### config.mk
export PLATFORM = sky130hd
export DESIGN_NAME = tmr_pulse_timer
export DESIGN_NICKNAME = d
export VERILOG_FILES = /design/src/rtl/tmr_pkg.sv /design/src/rtl/tmr_pulse_timer.sv
export VERILOG_INCLUDE_DIRS = /design/src /design/src/rtl
export SDC_FILE = /design/constraint.sdc
export NUM_CORES = 1
export LEC_CHECK = 0
export ABC_CLOCK_PERIOD_IN_PS = 3000
export BUFFER_PORTS_ARGS = -buffer_cell sky130_fd_sc_hd__buf_2
export CAP_MARGIN = 25
export CORE_MARGIN = 8
export CORE_UTILIZATION = 46
export DETAILED_ROUTE_END_ITERATION = 8
export PLACE_DENSITY_LB_ADDON = 0.08
export SLEW_MARGIN = 5
export SYNTH_ARGS = -nofsm -noshare
export SYNTH_HDL_FRONTEND = slang
export SYNTH_SLANG_ARGS = --single-unit
### constraint.sdc
create_clock -name pclk -period 3 [get_ports pclk]
set_clock_uncertainty 0.15 [all_clocks]
set_input_delay 0.15 -clock pclk [delete_from_list [all_inputs] [get_ports pclk]]
set_output_delay 0.15 -clock pclk [all_outputs]
set_load 0.02 [all_outputs]
### src/rtl/tmr_map.svh
// register offsets, field positions, reset values and timing masks of the pulse timer
`ifndef TMR_MAP_SVH
`define TMR_MAP_SVH

// register byte offsets, one aligned word each
`define TMR_OFF_CTRL1 8'h00
`define TMR_OFF_CTRL2 8'h04
`define TMR_OFF_STATUS 8'h08
`define TMR_OFF_CAP1_HI 8'h0C
`define TMR_OFF_CAP1_LO 8'h10
`define TMR_OFF_CAP2_HI 8'h14
`define TMR_OFF_CAP2_LO 8'h18
`define TMR_OFF_CMP1_HI 8'h1C
`define TMR_OFF_CMP1_LO 8'h20
`define TMR_OFF_CMP2_HI 8'h24
`define TMR_OFF_CMP2_LO 8'h28
`define TMR_OFF_CNT_HI 8'h2C
`define TMR_OFF_CNT_LO 8'h30

// timer_control_one fields
`define TMR_C1_CAP_IRQ_EN 7
`define TMR_C1_CMP_IRQ_EN 6
`define TMR_C1_TRIG_EDGE_ONE 2
`define TMR_C1_LEVEL_TWO 1
`define TMR_C1_LEVEL_ONE 0

// timer_control_two fields
`define TMR_C2_OUT1_EN 7
`define TMR_C2_OUT2_EN 6
`define TMR_C2_SINGLE_SHOT 5
`define TMR_C2_PWM 4
`define TMR_C2_CLK_HI 3
`define TMR_C2_CLK_LO 2
`define TMR_C2_TRIG_EDGE_TWO 1
`define TMR_C2_EXT_EDGE 0

// timer_status_reg fields
`define TMR_ST_CAP_FLAG_ONE 7
`define TMR_ST_CMP_FLAG_ONE 6
`define TMR_ST_CAP_FLAG_TWO 4
`define TMR_ST_CMP_FLAG_TWO 3

// reset values
`define TMR_RST_CTRL1 8'h00
`define TMR_RST_CTRL2 8'h00
`define TMR_RST_CNT 16'h0000
`define TMR_RST_CMP 16'hFFFF

// counter reload on trigger or end of period
`define TMR_RELOAD 16'hFFFC

// clock select codes and prescaler masks (tick when all mask bits set)
`define TMR_CLK_DIV4 2'b00
`define TMR_CLK_DIV2 2'b01
`define TMR_CLK_DIV8 2'b10
`define TMR_CLK_EXT 2'b11
`define TMR_MASK_DIV2 3'h1
`define TMR_MASK_DIV4 3'h3
`define TMR_MASK_DIV8 3'h7

`endif

### src/rtl/tmr_pkg.sv
// types of the pulse timer: bus carriers, mode code and the state record
package tmr_pkg;

  typedef struct packed {
    logic psel;
    logic penable;
    logic pwrite;
    logic [7:0] paddr;
    logic [31:0] pwdata;
  } tmr_apb_req_t;

  typedef struct packed {
    logic [31:0] prdata;
    logic pready;
    logic pslverr;
  } tmr_apb_rsp_t;

  typedef enum logic [2:0] {
    TMR_MODE_CMP = 3'b001,
    TMR_MODE_ONE = 3'b010,
    TMR_MODE_PWM = 3'b100
  } tmr_mode_t;

  typedef struct packed {
    logic [7:0] ctrl1;
    logic [7:0] ctrl2;
    logic [15:0] cnt;
    logic [2:0] presc;
    logic [15:0] cmp1;
    logic [15:0] cmp2;
    logic [15:0] sh1;
    logic [15:0] sh2;
    logic [15:0] cap1;
    logic [15:0] cap2;
    logic lock1;
    logic lock2;
    logic cf1;
    logic cf2;
    logic mf1;
    logic mf2;
    logic [3:0] arm;
    logic [2:0] s_in1;
    logic [2:0] s_in2;
    logic [2:0] s_ext;
    logic out1;
    logic out2;
    logic [31:0] rdata;
  } tmr_state_t;

endpackage : tmr_pkg

### src/rtl/tmr_pulse_timer.sv
// 16-bit timer with one-pulse and pwm modes behind an apb register slave
// Operation
// - trigger edge captures, reloads, drives during-level, flags
// - match on value one drives after-level
// - capture flag one raises irq when enabled
// - flag clears: status read, then low byte
// - single shot never sets compare flag one
// - both selects set means pwm only
// - equal levels keep output one constant in single shot and pwm
// - single shot: input one resets and captures
// - pwm loads shadows at period end
// - high byte write locks until low byte
// - pwm compare always enabled
// - pwm matches drive levels, reload, flag
// - pwm sets no compare flags
// - pwm period end sets capture flag one
// - bit 7 routes output one to pin
// - bit 6 routes output two to pin
// - bit 5 selects single shot pulse
// - bit 4 selects cyclic pwm output
// - clock select: div4, div2, div8, external
// - no external pin: external select stops
// - bit 1 picks capture two edge
// - bit 0 picks external clock edge
//
// Register access over APB and the register addresses were left to the implementer.
`timescale 1ns/1ps
`include "tmr_map.svh"

module tmr_pulse_timer import tmr_pkg::*; #(
  // clear on a part without the external clock pin
  parameter bit HAS_EXT_PIN = 1'b1
) (
  // clock and reset
  input wire logic pclk,
  input wire logic presetn,
  // register bus
  input wire tmr_apb_req_t apb_req,
  output tmr_apb_rsp_t apb_rsp,
  // trigger and clock pins
  input wire logic capture_in_pin_one,
  input wire logic capture_in_pin_two,
  input wire logic ext_timer_clock_pin,
  // waveform pins
  output logic compare_out_pin_one_o,
  output logic compare_out_pin_one_oe,
  output logic compare_out_pin_two_o,
  output logic compare_out_pin_two_oe,
  // interrupt request toward the core
  output logic timer_irq
);

  ////////////////////////////////////////////////////////////////////////////
  // state and decode

  tmr_state_t s;
  tmr_state_t next_s;

  tmr_mode_t mode;
  logic [1:0] clock_select;
  logic level_after_match_one;
  logic level_after_match_two;
  logic trigger_edge_one;
  logic trigger_edge_two;
  logic ext_clock_edge_sel;
  logic single_shot_select;
  logic pwm_select;
  logic capture_irq_enable;
  logic compare_irq_enable;
  logic [2:0] presc_mask;
  logic tick;
  logic edge_one;
  logic edge_two;
  logic ext_edge;
  logic setup;
  logic access;
  logic mapped;
  logic [31:0] read_value;
  logic capture_request;
  logic compare_request;

  assign level_after_match_one = s.ctrl1[`TMR_C1_LEVEL_ONE];
  assign level_after_match_two = s.ctrl1[`TMR_C1_LEVEL_TWO];
  assign trigger_edge_one = s.ctrl1[`TMR_C1_TRIG_EDGE_ONE];
  assign capture_irq_enable = s.ctrl1[`TMR_C1_CAP_IRQ_EN];
  assign compare_irq_enable = s.ctrl1[`TMR_C1_CMP_IRQ_EN];
  assign single_shot_select = s.ctrl2[`TMR_C2_SINGLE_SHOT];
  assign pwm_select = s.ctrl2[`TMR_C2_PWM];
  assign clock_select = s.ctrl2[`TMR_C2_CLK_HI:`TMR_C2_CLK_LO];
  assign trigger_edge_two = s.ctrl2[`TMR_C2_TRIG_EDGE_TWO];
  assign ext_clock_edge_sel = s.ctrl2[`TMR_C2_EXT_EDGE];

  // pwm wins over single shot when both are set
  always_comb begin
    if (pwm_select) begin
      mode = TMR_MODE_PWM;
    end else if (single_shot_select) begin
      mode = TMR_MODE_ONE;
    end else begin
      mode = TMR_MODE_CMP;
    end
  end

  ////////////////////////////////////////////////////////////////////////////
  // edges on synchronised pins (stage 1 vs stage 2, never stage 0)
  // a pin change is acted on at the third clock edge

  assign edge_one = trigger_edge_one ? (s.s_in1[1] & ~s.s_in1[2]) : (~s.s_in1[1] & s.s_in1[2]);
  assign edge_two = trigger_edge_two ? (s.s_in2[1] & ~s.s_in2[2]) : (~s.s_in2[1] & s.s_in2[2]);
  assign ext_edge = ext_clock_edge_sel ? (s.s_ext[1] & ~s.s_ext[2]) : (~s.s_ext[1] & s.s_ext[2]);

  ////////////////////////////////////////////////////////////////////////////
  // timer clock select
  // free prescaler: the first tick after a select change may come early

  always_comb begin
    presc_mask = `TMR_MASK_DIV4;
    tick = 1'b0;
    unique case (clock_select)
      `TMR_CLK_DIV4: begin
        presc_mask = `TMR_MASK_DIV4;
        tick = (s.presc & presc_mask) == presc_mask;
      end
      `TMR_CLK_DIV2: begin
        presc_mask = `TMR_MASK_DIV2;
        tick = (s.presc & presc_mask) == presc_mask;
      end
      `TMR_CLK_DIV8: begin
        presc_mask = `TMR_MASK_DIV8;
        tick = (s.presc & presc_mask) == presc_mask;
      end
      `TMR_CLK_EXT: begin
        // a part without the pin simply never ticks
        tick = HAS_EXT_PIN & ext_edge;
      end
    endcase
  end

  ////////////////////////////////////////////////////////////////////////////
  // apb decode and read mux
  // counter halves are read live, so a tick between hi and lo can tear

  assign setup = apb_req.psel & ~apb_req.penable;
  assign access = apb_req.psel & apb_req.penable;

  always_comb begin
    mapped = 1'b1;
    read_value = 32'h0000_0000;
    unique case (apb_req.paddr)
      `TMR_OFF_CTRL1: read_value[7:0] = s.ctrl1;
      `TMR_OFF_CTRL2: read_value[7:0] = s.ctrl2;
      `TMR_OFF_STATUS: begin
        read_value[`TMR_ST_CAP_FLAG_ONE] = s.cf1;
        read_value[`TMR_ST_CMP_FLAG_ONE] = s.mf1;
        read_value[`TMR_ST_CAP_FLAG_TWO] = s.cf2;
        read_value[`TMR_ST_CMP_FLAG_TWO] = s.mf2;
      end
      `TMR_OFF_CAP1_HI: read_value[7:0] = s.cap1[15:8];
      `TMR_OFF_CAP1_LO: read_value[7:0] = s.cap1[7:0];
      `TMR_OFF_CAP2_HI: read_value[7:0] = s.cap2[15:8];
      `TMR_OFF_CAP2_LO: read_value[7:0] = s.cap2[7:0];
      `TMR_OFF_CMP1_HI: read_value[7:0] = s.cmp1[15:8];
      `TMR_OFF_CMP1_LO: read_value[7:0] = s.cmp1[7:0];
      `TMR_OFF_CMP2_HI: read_value[7:0] = s.cmp2[15:8];
      `TMR_OFF_CMP2_LO: read_value[7:0] = s.cmp2[7:0];
      `TMR_OFF_CNT_HI: read_value[7:0] = s.cnt[15:8];
      `TMR_OFF_CNT_LO: read_value[7:0] = s.cnt[7:0];
      default: mapped = 1'b0;
    endcase
  end

  // read data is latched in the setup cycle, so no wait state is needed
  assign apb_rsp.prdata = s.rdata;
  assign apb_rsp.pready = 1'b1;
  assign apb_rsp.pslverr = access & ~mapped;

  ////////////////////////////////////////////////////////////////////////////
  // next state

  always_comb begin
    next_s = s;

    // two-flop synchronisers plus a history stage for edge detection
    next_s.s_in1 = {s.s_in1[1:0], capture_in_pin_one};
    next_s.s_in2 = {s.s_in2[1:0], capture_in_pin_two};
    next_s.s_ext = {s.s_ext[1:0], ext_timer_clock_pin};
    next_s.presc = s.presc + 3'h1;

    if (setup) begin
      next_s.rdata = read_value;
    end

    // bus side first, so hardware sets below win over a clear
    if (access && mapped) begin
      if (apb_req.paddr == `TMR_OFF_STATUS && !apb_req.pwrite) begin
        next_s.arm = {s.mf2, s.cf2, s.mf1, s.cf1};
      end
      if (apb_req.paddr == `TMR_OFF_CAP1_LO && s.arm[0]) begin
        next_s.cf1 = 1'b0;
        next_s.arm[0] = 1'b0;
      end
      if (apb_req.paddr == `TMR_OFF_CMP1_LO && s.arm[1]) begin
        next_s.mf1 = 1'b0;
        next_s.arm[1] = 1'b0;
      end
      if (apb_req.paddr == `TMR_OFF_CAP2_LO && s.arm[2]) begin
        next_s.cf2 = 1'b0;
        next_s.arm[2] = 1'b0;
      end
      if (apb_req.paddr == `TMR_OFF_CMP2_LO && s.arm[3]) begin
        next_s.mf2 = 1'b0;
        next_s.arm[3] = 1'b0;
      end
      if (apb_req.pwrite) begin
        unique case (apb_req.paddr)
          `TMR_OFF_CTRL1: next_s.ctrl1 = apb_req.pwdata[7:0];
          `TMR_OFF_CTRL2: next_s.ctrl2 = apb_req.pwdata[7:0];
          // a high byte alone keeps the shadow on its old value
          `TMR_OFF_CMP1_HI: begin
            next_s.cmp1[15:8] = apb_req.pwdata[7:0];
            next_s.lock1 = 1'b1;
          end
          `TMR_OFF_CMP1_LO: begin
            next_s.cmp1[7:0] = apb_req.pwdata[7:0];
            next_s.lock1 = 1'b0;
          end
          `TMR_OFF_CMP2_HI: begin
            next_s.cmp2[15:8] = apb_req.pwdata[7:0];
            next_s.lock2 = 1'b1;
          end
          `TMR_OFF_CMP2_LO: begin
            next_s.cmp2[7:0] = apb_req.pwdata[7:0];
            next_s.lock2 = 1'b0;
          end
          default: begin
            // read-only registers ignore writes
          end
        endcase
      end
    end

    // outside pwm the shadows take the compare values each cycle unless locked
    if (mode != TMR_MODE_PWM) begin
      if (!s.lock1) begin
        next_s.sh1 = s.cmp1;
      end
      if (!s.lock2) begin
        next_s.sh2 = s.cmp2;
      end
    end

    // counting and compare, always compared against the shadows
    if (tick) begin
      next_s.cnt = s.cnt + 16'h0001;
      unique case (mode)
        TMR_MODE_PWM: begin
          // compare active regardless of pin enables
          if (s.cnt == s.sh2) begin
            next_s.cnt = `TMR_RELOAD;
            next_s.out1 = level_after_match_two;
            next_s.cf1 = 1'b1;
            // new values only at period end, to avoid output spikes
            if (!s.lock1) begin
              next_s.sh1 = s.cmp1;
            end
            if (!s.lock2) begin
              next_s.sh2 = s.cmp2;
            end
          end else if (s.cnt == s.sh1) begin
            next_s.out1 = level_after_match_one;
          end
          // no compare flags in pwm mode
        end
        TMR_MODE_ONE: begin
          if (s.cnt == s.sh1) begin
            next_s.out1 = level_after_match_one;
          end
          // compare flag one stays clear; flag two still counts time
          if (s.cnt == s.sh2) begin
            next_s.mf2 = 1'b1;
          end
        end
        TMR_MODE_CMP: begin
          if (s.cnt == s.sh1) begin
            next_s.out1 = level_after_match_one;
            next_s.mf1 = 1'b1;
          end
          if (s.cnt == s.sh2) begin
            next_s.out2 = level_after_match_two;
            next_s.mf2 = 1'b1;
          end
        end
      endcase
    end

    // input one: trigger in single shot, capture in plain mode, unused in pwm
    if (edge_one) begin
      unique case (mode)
        TMR_MODE_ONE: begin
          next_s.cap1 = s.cnt;
          next_s.cnt = `TMR_RELOAD;
          next_s.out1 = level_after_match_two;
          next_s.cf1 = 1'b1;
        end
        TMR_MODE_CMP: begin
          next_s.cap1 = s.cnt;
          next_s.cf1 = 1'b1;
        end
        TMR_MODE_PWM: begin
          // the pin is ignored while the period runs
        end
      endcase
    end

    // input two captures in every mode
    if (edge_two) begin
      next_s.cap2 = s.cnt;
      next_s.cf2 = 1'b1;
    end

    // equal levels give a steady output in the waveform modes
    if (mode != TMR_MODE_CMP && level_after_match_one == level_after_match_two) begin
      next_s.out1 = level_after_match_one;
    end
  end

  ////////////////////////////////////////////////////////////////////////////
  // state register

  always_ff @(posedge pclk or negedge presetn) begin
    if (!presetn) begin
      s.ctrl1 <= `TMR_RST_CTRL1;
      s.ctrl2 <= `TMR_RST_CTRL2;
      s.cnt <= `TMR_RST_CNT;
      s.presc <= 3'h0;
      s.cmp1 <= `TMR_RST_CMP;
      s.cmp2 <= `TMR_RST_CMP;
      s.sh1 <= `TMR_RST_CMP;
      s.sh2 <= `TMR_RST_CMP;
      s.cap1 <= 16'h0000;
      s.cap2 <= 16'h0000;
      s.lock1 <= 1'b0;
      s.lock2 <= 1'b0;
      s.cf1 <= 1'b0;
      s.cf2 <= 1'b0;
      s.mf1 <= 1'b0;
      s.mf2 <= 1'b0;
      s.arm <= 4'h0;
      s.s_in1 <= 3'h0;
      s.s_in2 <= 3'h0;
      s.s_ext <= 3'h0;
      s.out1 <= 1'b0;
      s.out2 <= 1'b0;
      s.rdata <= 32'h0000_0000;
    end else begin
      s <= next_s;
    end
  end

  ////////////////////////////////////////////////////////////////////////////
  // pins and interrupt

  // pin enables only route the waveform; compare logic runs regardless
  assign compare_out_pin_one_o = s.out1;
  assign compare_out_pin_one_oe = s.ctrl2[`TMR_C2_OUT1_EN];
  assign compare_out_pin_two_o = s.out2;
  assign compare_out_pin_two_oe = s.ctrl2[`TMR_C2_OUT2_EN];

  // core-side interrupt mask is applied by the processor, not here
  assign capture_request = capture_irq_enable & (s.cf1 | s.cf2);
  assign compare_request = compare_irq_enable & (s.mf1 | s.mf2);
  assign timer_irq = capture_request | compare_request;

endmodule : tmr_pulse_timer

Word-level counts from Yosys, hierarchy flattened
Cells that the tools add are included.
{"block": "totals", "regBits": 160, "inputBits": 48, "output_inout_bits": 39, "word_cells": 167}
{"block": "op_classes", "add_sub_neg": 2, "n_eq_ne": 25, "n_mux": 55, "bitwise": 22, "n_reduce_logical": 35}
{"op": "$mux 16", "n": 9}
{"op": "$mux 32", "n": 4}
{"op": "$pmux 2 s13", "n": 2}
{"op": "$eq 8x6->1 const B", "n": 5}
{"op": "$pmux 3 s12", "n": 1}
{"op": "$eq 16x16->1", "n": 2}
{"op": "$eq 8x5->1 const B", "n": 4}
{"op": "$mux 1", "n": 27}
{"op": "$reduce_and 3->1", "n": 9}
{"op": "$add 16x1->16 const B", "n": 1}
{"op": "$eq 8x4->1 const B", "n": 2}
{"op": "$reduce_bool 2->1", "n": 8}
{"op": "$reduce_or 13->1", "n": 1}
{"op": "$pmux 1 s12", "n": 1}
{"op": "$reduce_and 2->1", "n": 6}
{"op": "$and 1x1->1", "n": 11}
{"op": "$eq 8x3->1 const B", "n": 1}
{"op": "$logic_not 8->1", "n": 1}
{"op": "$mux 2", "n": 4}
{"op": "$mux 8", "n": 1}
{"op": "$not 1->1", "n": 8}
{"op": "$logic_and 1x1->1", "n": 7}
{"op": "$eq 2x2->1 const B", "n": 3}
{"op": "$eq 3x3->1 const B", "n": 2}
{"op": "15 further kinds", "n": 19}

Depth between registers and ports, before layout
{"block": "logic_depth", "depth_word": 10, "depth_mapped": 9, "depth_no_buf": 7}

Worst setup path before layout
Ideal clock, no wire load.
{"block": "synth_timing", "path_type": "register to register", "startpoint": "register s[160] (netlist bit)", "endpoint": "register s[100] (netlist bit)", "setup_time_ns": 0.082, "arrival_time_ns": 2.013, "required_time_ns": 2.768, "setup_slack_ns": 0.755, "path_stages_with_launch": 9, "n_path_buf": 2, "synth_period_minus_slack_ns": 2.245, "path_cell_list": "dfrtp_1 clkbuf_1 xnor2_1 nand4_1 nor4_4 nand2_4 a21oi_4 buf_12 mux2_4"}
{"element": "from (decl)", "line_no": "tmr_pulse_timer.sv:56", "rtl": "tmr_state_t s;"}
{"element": "from (signal assigned)", "line_no": "tmr_pulse_timer.sv:356", "rtl": "s <= next_s;"}

==> impl_summary.log <==
[metrics] clk_lat worst skew: 0.43 ns
[metrics] top cell type's share of synthesized area: 0.291
[metrics] Slew HR: 0.542
[metrics] sequential area share after synthesis: 0.495
[metrics] Layout area overhead: 12.9%
[metrics] synthesized netlist cell count: 706
[metrics] leakage power total: 4.21 nW
[metrics] count of warnings emitted by yosys: 0
[metrics] Startpoint Class: register
[metrics] reg-to-reg setup timing slack: 0.38 ns
[metrics] Worst Setup Path Type: reg2reg
[metrics] Final setup violation count: 0
[metrics] unrepaired setup endpoints after global routing: no
[metrics] top area cells in the synthesized netlist: dfrtp_1 (29%), dfstp_2 (20%), mux2_2 (14%), mux2_4 (3.6%), buf_4 (3.0%)
[metrics] number of distinct library cells after synthesis: 66
[metrics] vias per cell: 5.74
[metrics] post-CTS clock slew at the launch and capture registers of the worst setup and hold paths: 0.07 ns
[metrics] Reg-to-Reg Start: s[92]
[metrics] number of buffers on the longest clock path: 2
[metrics] pin count of the biggest net entering global routing: 70
[metrics] Die Area: 0.0225 mm2
[metrics] Total Negative Setup Slacks: 0 ns
[metrics] synth cell count leaders: mux2_2 (102), dfrtp_1 (96), dfstp_2 (64)
[metrics] library cell used as clock root buffer: clkbuf_16
[metrics] total routed wirelength: 23.7 mm
[metrics] H-tree depth: 4
[metrics] first-pass GRT wire length: 36.2 mm
[metrics] post-route DRC violation count: 0
[metrics] total core area: 0.0178 mm2
[metrics] GPL Wtd Cong: 0.941
[metrics] count of final max-slew check failures: 0
[metrics] total clock buffers created by CTS: 17
[metrics] Final ANT Viol Nets: 0
[metrics] GRT Resource Usage Total: 0.219
[metrics] initial antenna violation count: 0
[metrics] number of synthesized register bits: 160
[metrics] slew at the pin closest to its max-slew limit: 0.686 ns
[metrics] synthesized area per cell: 11.7 um2
[metrics] Top-Level Pins: 87
[metrics] critical register-to-register path endpoint: s[105]
[metrics] Chip Width: 150 um
[metrics] min-delay src: apb_req[39]
[metrics] vertical die dimension: 150 um
[metrics] Filler Cells Inserted: 1,595
[metrics] Main synth FF type: dfrtp_1
[metrics] number of iterations in the first detailed-routing pass: 7
[metrics] antenna cells: 0
[metrics] signal arrival time at the worst endpoint: 2.82 ns
[metrics] post-CTS setup buffers: 0
[metrics] total number of vias: 5,737
[metrics] number of hold-slack violations in the final timing report: 0
[metrics] final HPWL from detailed placement: 17.3 mm
[metrics] worst hold path cell count: 3
[metrics] hold_ws: 0.0103 ns
[metrics] outcome: complete, no violations
[metrics] standard-cell rows: 49
[metrics] final worst-path cycle share: 0.872
[metrics] sum of overflow across all layers after global routing: 0
[metrics] endpoint class of the critical path: register
[metrics] via count of the first global-routing pass: 5,821
[metrics] P per Cell Area: 595 mW/mm2
[metrics] number of violations of the max-capacitance limit: 0
[metrics] share of layout cells above drive strength 1: 0.401
[metrics] required arrival time at the worst endpoint: 3.21 ns
[metrics] initial standard-cell utilization of the core: 0.464
[metrics] worst hold-check path type: in2reg
[metrics] number of synthesized flops with an enable pin: 0
[metrics] Peak VDD IR: 0.000400 V
[metrics] Synth area leader: dfrtp_1
[metrics] clock sink count: 160
[metrics] depth of the worst register-to-register path: 7
[metrics] most repeated cell in the gate-level netlist after synthesis: mux2_2
[metrics] fin nets: 808
[metrics] crit path max fanout: 16
[metrics] number of DRC markers in iteration 0: 446
[metrics] routed wirelength normalized by instance count: 23.7 um
[metrics] TritonCTS clock tree: built
[metrics] Max Fclk: 0.382 GHz
[metrics] IO Port Bufs: 37
[metrics] min cycle time layout: 2.62 ns
[metrics] total standard cell area after synthesis: 0.00825 mm2
[metrics] async set or reset register ratio after synthesis: 1.00
[metrics] Worst Hold Endpoint: apb_rsp[5]
[registers in the layout, indices dropped and copies added, names as in the netlist]
| name | count |
|---|---|
| pwm_select | 1 |
| clock_select | 2 |
| compare_out_pin_two_oe | 1 |
| apb_rsp | 8 |
| level_after_match_one | 1 |
| compare_out_pin_two_o | 1 |
| compare_out_pin_one_o | 1 |
| ext_clock_edge_sel | 1 |
| s | 134 |
| next_s | 6 |
| compare_irq_enable | 1 |
| level_after_match_two | 1 |
| capture_irq_enable | 1 |
| compare_out_pin_one_oe | 1 |
[kinds of logic (layout without fill, tap and decap cells)]
group / count (synthesis) / count (layout) / synth area share
AOI/OAI and AO/OA: 88 / 88 / 0.0717
other: 2 / 25 / 0.000910
xor gates and xnor gates: 47 / 47 / 0.0499
buffers and inverters: 81 / 122 / 0.0612
and+or+nand+nor: 189 / 189 / 0.121
DFF: 160 / 160 / 0.495
adders and majority gates: 3 / 3 / 0.00455
muxes: 136 / 136 / 0.196
[final cells by class]
class	instances	area, um2	share of cell area
Clock inverter	13	98.8	0.0106
Timing Repair Buffer	83	604	0.0649
Inverter	7	26.3	0.00282
Sequential cell	160	4080	0.438
Clock buffer	19	453	0.0486
Tap cell	229	287	0.0308
Multi-Input combinational cell	488	3760	0.404
[worst max-delay path, cell delays in order, from the launching register on]
cell     delay [ns]
dfstp_2        0.57
xnor2_1        0.18
nand4_1        0.18
nor4_4         0.52
nand2_4        0.18
a21oi_4        0.20
buf_12         0.19
mux2_2         0.35
[layout by cell type, fill, tap and decap left out, types with 23 or more instances in the layout]
| master | n |
|---|---|
| nor2_1 | 27 |
| buf_4 | 31 |
| mux2_2 | 102 |
| dfrtp_1 | 96 |
| o21ai_0 | 23 |
| buf_2 | 36 |
| nand2_1 | 60 |
| conb_1 | 25 |
| dfstp_2 | 64 |
| xor2_1 | 25 |
[power by group]
part / internal [mW] / leakage (nW) / switching [mW] / total (mW)
registers: 2.36 / 1.91 / 0.146 / 2.50
logic: 0.409 / 2.03 / 0.574 / 0.982
clock network: 1.12 / 0.274 / 0.940 / 2.06
total: 3.88 / 4.21 / 1.66 / 5.54
[routing by layer]
layer,share of wire,track usage
met4,0.034,0.0890
met5,0,0
met1,0.44,0.289
met2,0.46,0.348
met3,0.066,0.0429
[repair_timing]
| item | CTS | global route |
|---|---|---|
| gates resized for setup | 0 | 0 |
| hold buffers | 12 | 0 |
| hold endpoints to repair | 118 | 0 |
[through the flow]
step	util	setup slack, ns	cells	cell area (um2)	power (mW)
CTS	0.524	0.370	999	9320	5.58
floorplan	-	0.755	729	8340	3.15
finish	0.524	0.383	999	9320	5.54
global route	0.524	0.298	999	9320	5.78
detailed placement	0.486	0.402	955	8640	3.51
global placement	0.486	0.420	955	8640	3.49
[how the worst max path moves through the flow]
| stage | from | end | slack [ns] | cells after the start |
|---|---|---|---|---|
| 2_1_floorplan | s[160] | s[100] | 0.75 | 8 |
| 3_3_place_gp | s[92] | s[105] | 0.42 | 7 |
| 3_5_place_dp | s[92] | s[102] | 0.40 | 7 |
| 4_1_cts | s[92] | s[105] | 0.37 | 7 |
| 5_1_grt | s[92] | s[105] | 0.30 | 7 |
| 6_report | s[92] | s[105] | 0.38 | 7 |
Power figures use the tool's default switching activity.
